==> config.mk <==
export PLATFORM = sky130hd
export DESIGN_NAME = eimv_top
export DESIGN_NICKNAME = d
export VERILOG_FILES = /design/src/verilog/eimv_pkg.sv /design/src/verilog/eimv_prio.sv /design/src/verilog/eimv_top.sv
export SDC_FILE = /design/constraint.sdc
export NUM_CORES = 1
export LEC_CHECK = 0
export BUFFER_PORTS_ARGS = -buffer_cell sky130_fd_sc_hd__buf_2
export CORE_MARGIN = 5
export CORE_UTILIZATION = 31
export CTS_BUF_LIST = sky130_fd_sc_hd__clkbuf_8
export CTS_CLUSTER_DIAMETER = 100
export DETAILED_ROUTE_END_ITERATION = 8
export PLACE_DENSITY_LB_ADDON = 0.08
export SLEW_MARGIN = 20
export SYNTH_ARGS = -nofsm -noshare
export SYNTH_HDL_FRONTEND = slang
export SYNTH_SLANG_ARGS = --single-unit
==> constraint.sdc <==
create_clock -name core_clk -period 2.1 [get_ports core_clk]
set_input_delay 0.105 -clock core_clk [delete_from_list [all_inputs] [get_ports core_clk]]
set_output_delay 0.105 -clock core_clk [all_outputs]
set_load 0.01 [all_outputs]
==> src/verilog/eimv_pkg.sv <==
// Package for the event interrupt mask and vector block.
// Assumes an APB master with 32-bit data; registers sit in the low 16 bits.
package eimv_pkg;
    // ==========================================================
    // Register indices (printed offsets are word indices)
    localparam logic [15:0] EIMV_IDX_CAPTURE_IRQ_MASK = 16'h742e;
    localparam logic [15:0] EIMV_IDX_VECTOR_GROUP_A = 16'h7432;
    localparam logic [15:0] EIMV_IDX_VECTOR_GROUP_B = 16'h7433;
    localparam logic [15:0] EIMV_IDX_VECTOR_GROUP_C = 16'h7434;
    localparam logic [15:0] EIMV_IDX_IRQ_STATUS = 16'h7440;
    localparam logic [15:0] EIMV_IDX_IRQ_MASK = 16'h7441;
    // ==========================================================
    // Field layout
    localparam int EIMV_ADDR_W = 18;
    localparam int EIMV_CAP_W = 4;
    localparam int EIMV_VEC_W = 6;
    localparam int EIMV_GRP_W = 16;
    localparam int EIMV_NGRP = 3;
    localparam logic [3:0] EIMV_CAP_MASK_RST = 4'h0;
    localparam logic [5:0] EIMV_VEC_NONE = 6'h00;
    localparam logic [2:0] EIMV_IRQ_RST = 3'h0;
    localparam logic [31:0] EIMV_ZERO_WORD = 32'h0000_0000;
    function automatic logic [EIMV_ADDR_W-1:0] eimv_byte_addr(input logic [15:0] idx);
        eimv_byte_addr = {idx, 2'b00};
    endfunction : eimv_byte_addr
endpackage : eimv_pkg

==> src/verilog/eimv_prio.sv <==
// Priority encoder: lowest set bit wins, its id from the fixed table.
// Assumes the table inputs are constant wiring from the event unit.
module eimv_prio import eimv_pkg::*; #(
    parameter int N = EIMV_GRP_W
) (
    input wire logic [N-1:0] pending,
    input wire logic [N*EIMV_VEC_W-1:0] id_table,
    output logic [EIMV_VEC_W-1:0] vector_id
);
    always_comb begin
        vector_id = EIMV_VEC_NONE;
        for (int i = N - 1; i >= 0; i--) begin
            if (pending[i]) begin
                vector_id = id_table[i*EIMV_VEC_W +: EIMV_VEC_W];
            end
        end
    end
endmodule : eimv_prio

==> src/verilog/eimv_top.sv <==
// Capture interrupt mask and three vector registers behind APB.
// Assumes flag groups and masks A/B arrive on core_clk from the event unit.
// Notes on behaviour
// - Capture mask bits enable four capture irqs
// - Capture mask upper bits read zero
// - Vector A gives top pending id
// - Vector B gives top pending id
// - Vector C gives top capture id
// - Vectors read-only, reset zero, upper zero
//
// Local design decision: the APB slave port.
module eimv_top import eimv_pkg::*; #(
    parameter logic [EIMV_GRP_W*EIMV_VEC_W-1:0] ID_TABLE_A = '0,
    parameter logic [EIMV_GRP_W*EIMV_VEC_W-1:0] ID_TABLE_B = '0,
    parameter logic [EIMV_GRP_W*EIMV_VEC_W-1:0] ID_TABLE_C = '0
) (
    input wire logic core_clk,
    input wire logic rst_n,
    input wire logic psel,
    input wire logic penable,
    input wire logic pwrite,
    input wire logic [EIMV_ADDR_W-1:0] paddr,
    input wire logic [31:0] pwdata,
    input wire logic [3:0] pstrb,
    output logic [31:0] prdata,
    output logic pready,
    output logic pslverr,
    input wire logic [EIMV_GRP_W-1:0] flag_group_a,
    input wire logic [EIMV_GRP_W-1:0] flag_group_b,
    input wire logic [EIMV_CAP_W-1:0] flag_group_c,
    input wire logic [EIMV_GRP_W-1:0] mask_group_a,
    input wire logic [EIMV_GRP_W-1:0] mask_group_b,
    output logic [EIMV_CAP_W-1:0] capture_irq_enable,
    output logic irq
);
    // ==========================================================
    // State
    typedef struct packed {
        logic [EIMV_CAP_W-1:0] cap_mask;
        logic [EIMV_VEC_W-1:0] vec_a;
        logic [EIMV_VEC_W-1:0] vec_b;
        logic [EIMV_VEC_W-1:0] vec_c;
        logic [EIMV_NGRP-1:0] irq_status;
        logic [EIMV_NGRP-1:0] irq_mask;
        logic [31:0] rdata;
        logic ready;
        logic slverr;
        logic irq;
    } eimv_state_s;

    eimv_state_s st_r;
    eimv_state_s st_nxt;
    logic [EIMV_VEC_W-1:0] id_a;
    logic [EIMV_VEC_W-1:0] id_b;
    logic [EIMV_VEC_W-1:0] id_c;
    logic [EIMV_GRP_W-1:0] pend_c;
    logic setup;
    logic wr_ok;
    logic [EIMV_NGRP-1:0] ev;

    // ==========================================================
    // Vector encoders
    assign pend_c = {{(EIMV_GRP_W-EIMV_CAP_W){1'b0}}, flag_group_c & st_r.cap_mask};

    eimv_prio #(.N(EIMV_GRP_W)) u_prio_a (
        .pending(flag_group_a & mask_group_a),
        .id_table(ID_TABLE_A),
        .vector_id(id_a)
    );
    eimv_prio #(.N(EIMV_GRP_W)) u_prio_b (
        .pending(flag_group_b & mask_group_b),
        .id_table(ID_TABLE_B),
        .vector_id(id_b)
    );
    eimv_prio #(.N(EIMV_GRP_W)) u_prio_c (
        .pending(pend_c),
        .id_table(ID_TABLE_C),
        .vector_id(id_c)
    );

    // ==========================================================
    // Next state
    // Answer one cycle after setup; registers read out of the flop copy
    assign setup = psel && !penable;
    assign wr_ok = psel && penable && pready && pwrite && pstrb[0];
    assign ev = {id_c != EIMV_VEC_NONE, id_b != EIMV_VEC_NONE, id_a != EIMV_VEC_NONE};

    always_comb begin
        st_nxt = st_r;
        st_nxt.vec_a = id_a;
        st_nxt.vec_b = id_b;
        st_nxt.vec_c = id_c;
        st_nxt.ready = setup;
        st_nxt.slverr = 1'b0;
        if (wr_ok && paddr == eimv_byte_addr(EIMV_IDX_CAPTURE_IRQ_MASK)) begin
            st_nxt.cap_mask = pwdata[EIMV_CAP_W-1:0];
        end
        if (wr_ok && paddr == eimv_byte_addr(EIMV_IDX_IRQ_MASK)) begin
            st_nxt.irq_mask = pwdata[EIMV_NGRP-1:0];
        end
        // Set beats clear in the same cycle
        if (wr_ok && paddr == eimv_byte_addr(EIMV_IDX_IRQ_STATUS)) begin
            st_nxt.irq_status = (st_r.irq_status & ~pwdata[EIMV_NGRP-1:0]) | ev;
        end else begin
            st_nxt.irq_status = st_r.irq_status | ev;
        end
        st_nxt.irq = |(st_nxt.irq_status & st_nxt.irq_mask);
        if (setup) begin
            st_nxt.rdata = EIMV_ZERO_WORD;
            case (paddr)
                eimv_byte_addr(EIMV_IDX_CAPTURE_IRQ_MASK): st_nxt.rdata[EIMV_CAP_W-1:0] = st_r.cap_mask;
                eimv_byte_addr(EIMV_IDX_VECTOR_GROUP_A): st_nxt.rdata[EIMV_VEC_W-1:0] = st_r.vec_a;
                eimv_byte_addr(EIMV_IDX_VECTOR_GROUP_B): st_nxt.rdata[EIMV_VEC_W-1:0] = st_r.vec_b;
                eimv_byte_addr(EIMV_IDX_VECTOR_GROUP_C): st_nxt.rdata[EIMV_VEC_W-1:0] = st_r.vec_c;
                eimv_byte_addr(EIMV_IDX_IRQ_STATUS): st_nxt.rdata[EIMV_NGRP-1:0] = st_r.irq_status;
                eimv_byte_addr(EIMV_IDX_IRQ_MASK): st_nxt.rdata[EIMV_NGRP-1:0] = st_r.irq_mask;
                default: st_nxt.slverr = 1'b1;
            endcase
        end
    end

    // ==========================================================
    // Registers
    always_ff @(posedge core_clk or negedge rst_n) begin
        if (!rst_n) begin
            st_r <= '0;
        end else begin
            st_r <= st_nxt;
        end
    end

    assign prdata = st_r.rdata;
    assign pready = st_r.ready;
    assign pslverr = st_r.slverr;
    assign capture_irq_enable = st_r.cap_mask;
    assign irq = st_r.irq;

    // ==========================================================
    // Checks
    a_capmask_write: assert property (@(posedge core_clk) disable iff (!rst_n)
        wr_ok && paddr == eimv_byte_addr(EIMV_IDX_CAPTURE_IRQ_MASK)
        |=> capture_irq_enable == $past(pwdata[EIMV_CAP_W-1:0]))
        else $error("capture mask write lost");
    a_capmask_hold: assert property (@(posedge core_clk) disable iff (!rst_n)
        !(wr_ok && paddr == eimv_byte_addr(EIMV_IDX_CAPTURE_IRQ_MASK)) |=> $stable(capture_irq_enable))
        else $error("capture mask changed without write");
    a_capmask_upper: assert property (@(posedge core_clk) disable iff (!rst_n)
        pready && $past(paddr) == eimv_byte_addr(EIMV_IDX_CAPTURE_IRQ_MASK) |-> prdata[31:EIMV_CAP_W] == '0)
        else $error("capture mask upper bits not zero");
    a_vec_a_track: assert property (@(posedge core_clk) disable iff (!rst_n)
        (flag_group_a & mask_group_a) == '0 |=> st_r.vec_a == EIMV_VEC_NONE)
        else $error("vector A not zero when idle");
    a_vec_b_track: assert property (@(posedge core_clk) disable iff (!rst_n)
        (flag_group_b & mask_group_b) == '0 |=> st_r.vec_b == EIMV_VEC_NONE)
        else $error("vector B not zero when idle");
    a_vec_c_masked: assert property (@(posedge core_clk) disable iff (!rst_n)
        (flag_group_c & capture_irq_enable) == '0 |=> st_r.vec_c == EIMV_VEC_NONE)
        else $error("vector C not zero when masked");
    a_vec_upper: assert property (@(posedge core_clk) disable iff (!rst_n)
        pready && ($past(paddr) == eimv_byte_addr(EIMV_IDX_VECTOR_GROUP_A)
        || $past(paddr) == eimv_byte_addr(EIMV_IDX_VECTOR_GROUP_C)) |-> prdata[31:EIMV_VEC_W] == '0)
        else $error("vector upper bits not zero");
    a_vec_b_upper: assert property (@(posedge core_clk) disable iff (!rst_n)
        pready && $past(paddr) == eimv_byte_addr(EIMV_IDX_VECTOR_GROUP_B) |-> prdata[31:EIMV_VEC_W] == '0)
        else $error("vector B upper bits not zero");
    // Refused accesses must not leak stale read data
    a_slverr_zero: assert property (@(posedge core_clk) disable iff (!rst_n)
        pready && pslverr |-> prdata == '0)
        else $error("error response with nonzero data");
    a_ready_idle: assert property (@(posedge core_clk) disable iff (!rst_n)
        !psel |=> !pready)
        else $error("ready without a request");
    a_strb_ignore: assert property (@(posedge core_clk) disable iff (!rst_n)
        psel && penable && pready && pwrite && !pstrb[0] |=> $stable(capture_irq_enable))
        else $error("write without lane 0 took effect");
    // A clear in the same cycle as an event must lose
    a_status_set_wins: assert property (@(posedge core_clk) disable iff (!rst_n)
        ev != '0 |=> (st_r.irq_status & $past(ev)) == $past(ev))
        else $error("irq status event lost");
    a_irq_masked_off: assert property (@(posedge core_clk) disable iff (!rst_n)
        st_r.irq_mask == '0 && !(wr_ok && paddr == eimv_byte_addr(EIMV_IDX_IRQ_MASK)) |=> !irq)
        else $error("irq while fully masked");
    a_ready_once: assert property (@(posedge core_clk) disable iff (!rst_n)
        psel && !penable |=> pready ##1 !pready)
        else $error("ready not one cycle after setup");
    a_irq_level: assert property (@(posedge core_clk) disable iff (!rst_n)
        irq |-> (st_r.irq_status & st_r.irq_mask) != '0)
        else $error("irq without unmasked status");
endmodule : eimv_top
==> results.rst <==
.. list-table::
   :header-rows: 1

   * - Metric
     - Value
   * - Final total negative setup slack
     - 0 ns
   * - Setup repair after global routing missed its margin
     - false
   * - Crit. End Element
     - register
   * - Remaining Overflow, GRT
     - 0
   * - Area share of and/or/nand/nor cells after synthesis
     - 16.1%
   * - Share of power burned in the clock network
     - 35.6%
   * - Routed length per placed instance
     - 12.8 um
   * - Endpoints failing hold
     - 0
   * - Final core occ
     - 35.4%
   * - Pwr/cell area
     - 505 nW/um^2
   * - Netlist Area Pre-Place
     - 1150 um^2
   * - Fin cells
     - 193
   * - Largest fanout on the critical path
     - 4
   * - Switching Power
     - 0.161 mW
   * - Number of warning messages in the yosys log
     - 0
   * - Flip-flop and latch count after synthesis
     - 17
   * - Number of nets in the layout
     - 273
   * - Leading area contributor after synthesis
     - sky130_fd_sc_hd__dfrtp_1
   * - Ratio of cells with drive above 1 in the final layout
     - 38.6%
   * - Setup slack after layout
     - 0.443 ns
   * - Mux share of post-synthesis cell area
     - 10.4%
   * - Cell count after placement
     - 188
   * - Initial antenna violation count
     - 0
   * - Max frequency
     - 0.603 GHz
   * - Number of synthesized flops with an enable pin
     - 0
   * - Count of hold-fix buffers inserted at cts
     - 1
   * - MaxCap Viol Count
     - 0
   * - Number of clock sinks seen by CTS
     - 17
   * - Tmin final
     - 1.66 ns
   * - Die Wd
     - 70.9 um
   * - Share of the synthesized area in compound gates (AO/OA/AOI/OAI)
     - 11.4%
   * - Via-per-instance ratio
     - 4.22
   * - Clock buffer count from CTS
     - 3
   * - Top FF cell, synth
     - sky130_fd_sc_hd__dfrtp_1
   * - Worst Hold Slack
     - 0.0899 ns
   * - Wire length of the first global-routing pass
     - 3600 um
   * - Layout overhead on the synthesized area
     - 11.8%
   * - Path type of the worst setup path
     - reg2reg
   * - Power share of the sequential group
     - 50.8%
   * - Distinct cell type count after synthesis
     - 34
   * - Number of DRC markers in iteration 0
     - 19
   * - Placed cell areas
     - 1230 um^2
   * - Minimum setup slack after placement
     - 0.270 ns
   * - Vertical die dimension
     - 70.9 um
   * - Area taken by flip-flops and latches
     - 425 um^2
   * - Main area contributors after synthesis
     - sky130_fd_sc_hd__dfrtp_1 37%, sky130_fd_sc_hd__buf_4 23%, sky130_fd_sc_hd__mux2_2 3.9%, sky130_fd_sc_hd__mux2_4 3.9%, sky130_fd_sc_hd__mux2i_1 2.6%
   * - Max H-tree Level
     - 1
   * - First drt pass iteration count
     - 4
   * - Total setup violations reported at the end of the flow
     - 0
   * - Cell at the root of the clock tree
     - sky130_fd_sc_hd__clkbuf_8
   * - Share of synthesized flip-flops with an asynchronous set or reset
     - 100%
   * - HPWL after detailed placement
     - 2070 um
   * - Power Internal
     - 0.489 mW
   * - Leakage power summed over all cells
     - 0.715 nW
   * - Worst EP required
     - 2.23 ns
   * - Maximum resistive drop on vdd
     - 0.265 mV
   * - Pin count of the biggest net entering global routing
     - 18
   * - Min-Delay Path Class
     - in2reg
   * - Via count
     - 815
   * - Number of filler instances in the final layout
     - 386
   * - Part of the Yosys area used for sequential elements
     - 37.0%
   * - Relative contribution of combinational cells to total power
     - 13.6%
   * - Clock Tree Buf Depth
     - 2
   * - Post-cts resize count
     - 0
   * - Effective utilization at floorplan
     - 31.7%
   * - Share of the clock period used by the worst path
     - 78.9%
   * - Clock-pin slew on the worst setup and hold paths
     - 0.06 ns
   * - Overall routed net length
     - 2470 um
   * - Placer Congestion
     - 0.709
   * - Number of global-route vias before repair
     - 783
   * - Site row count
     - 22
   * - Post-synthesis cell count
     - 112
   * - Setup Skew
     - 0.00232 ns
   * - Placeable core region
     - 3630 um^2
   * - Clock Latency Late Sink
     - 0.25 ns
   * - Xor/xnor share of the synthesized area
     - 0%
   * - I/O pin total
     - 166
   * - Top-area cell type share of the netlist area
     - 37.0%
   * - Number of I/O port buffers
     - 38
   * - Fraction of the mapped netlist area in adder cells
     - 0%
   * - Final instance area
     - 1290 um^2
   * - Proportion of total power due to net switching
     - 24.8%
   * - Area of the multi-input gates
     - 542 um^2
   * - Critical path startpoint category
     - register
   * - Antenna Cells
     - 0
   * - Slew Viols, Final
     - 0
   * - TritonCTS clock tree
     - yes
   * - Cell depth of the worst hold path
     - 2
   * - DRC violation count after routing
     - 0
   * - Post CTS Setup Buffer Count
     - 0
   * - Reg2reg path depth
     - 5
   * - Antenna viol nets, final
     - 0
   * - Global Route Usage Sum
     - 9.10%
   * - Die area
     - 5030 um^2
   * - Main combinational cell family by area after synthesis
     - buffers and inverters
   * - Outcome
     - finished, final reports clean
   * - Total power draw
     - 0.650 mW
   * - Arrival time of the worst setup path
     - 1.79 ns
   * - Synthesized area divided by synthesized cell count
     - 10.3 um^2
metal layers:
| metal | share of wire [%] | track usage (%) | up-vias |
|---|---|---|---|
| met5 | 0 | 0 | - |
| met4 | 0 | 1.88 | 0 |
| met3 | 11 | 3.13 | 0 |
| met2 | 41 | 12.8 | 57 |
| met1 | 47 | 13.5 | 363 |
| li1 | - | - | 395 |
Yosys cell counts, drive strengths merged (2+ instances only):
| cell | count |
|---|---|
| dfrtp | 17 |
| nor4b | 2 |
| o21ai | 2 |
| nand2 | 4 |
| a22oi | 3 |
| a21boi | 3 |
| o211ai | 2 |
| clkbuf | 2 |
| inv | 2 |
| nand3 | 2 |
| mux2i | 3 |
| buf | 36 |
| nor2 | 8 |
| or3 | 2 |
| nor3 | 2 |
| mux2 | 7 |
placed cells by master (no fill, tap or decap), drive strengths merged, types with 2 or more instances in the layout:
cell / netlist / layout
a22oi: 3 / 3
nor4b: 2 / 2
clkbuf: 2 / 3
inv: 2 / 3
nor2: 8 / 8
mux2i: 3 / 3
a21boi: 3 / 3
o211ai: 2 / 2
buf: 36 / 39
mux2: 7 / 7
conb: 1 / 28
dfrtp: 17 / 17
nand3: 2 / 2
nor3: 2 / 2
nand2: 4 / 4
o21ai: 2 / 2
or3: 2 / 2
critical path, cell delays in order (launching register included):
cell and delay (ns):
sky130_fd_sc_hd__dfrtp_1 0.33, sky130_fd_sc_hd__and3_1 0.17, sky130_fd_sc_hd__nand3_1 0.11, sky130_fd_sc_hd__or3_4 0.36
sky130_fd_sc_hd__or2_4 0.27, sky130_fd_sc_hd__mux2_4 0.30
registers in the layout, summed over array words and instances, names as in the netlist:
name                flops
capture_irq_enable      4
pready                  1
prdata                  4
pslverr                 1
st_r                    6
irq                     1
kinds of logic after synthesis:
group           Yosys count
flops                    17
other cells               1
simple gates             27
buf+inv                  40
compound gates           17
mux                      10
power groups by stage:
| stage | logic [mW] | clock network [mW] | registers, mW |
|---|---|---|---|
| 2_1_floorplan | 0.0788 | 0 | 0.337 |
| 3_3_place_gp | 0.0838 | 0 | 0.336 |
| 3_5_place_dp | 0.0861 | 0 | 0.336 |
| 4_1_cts | 0.0877 | 0.244 | 0.330 |
| 5_1_grt | 0.0973 | 0.258 | 0.330 |
| 6_report | 0.0883 | 0.232 | 0.330 |
final timing paths:
path,endpoint,from,slack [ns]
worst min register to register,prdata[3],prdata[3],0.51
worst min-delay path,capture_irq_enable[3],pwdata[3],0.09
max in group asynchronous,capture_irq_enable[2],rst_n,1.52
min in group asynchronous,capture_irq_enable[3],rst_n,0.31
worst max register to register,st_r[35],pready,0.44
worst max-delay path,st_r[35],pready,0.44
area by class of cell:
type | instances | share of cell area, %
multi-input cells | 82 | 42.1
flip-flops and latches | 17 | 33.0
repair buffers | 40 | 16.1
well taps | 48 | 4.66
clock buffers | 3 | 3.21
inverters | 2 | 0.583
clock inverters | 1 | 0.292
Power figures use the tool's default switching activity.
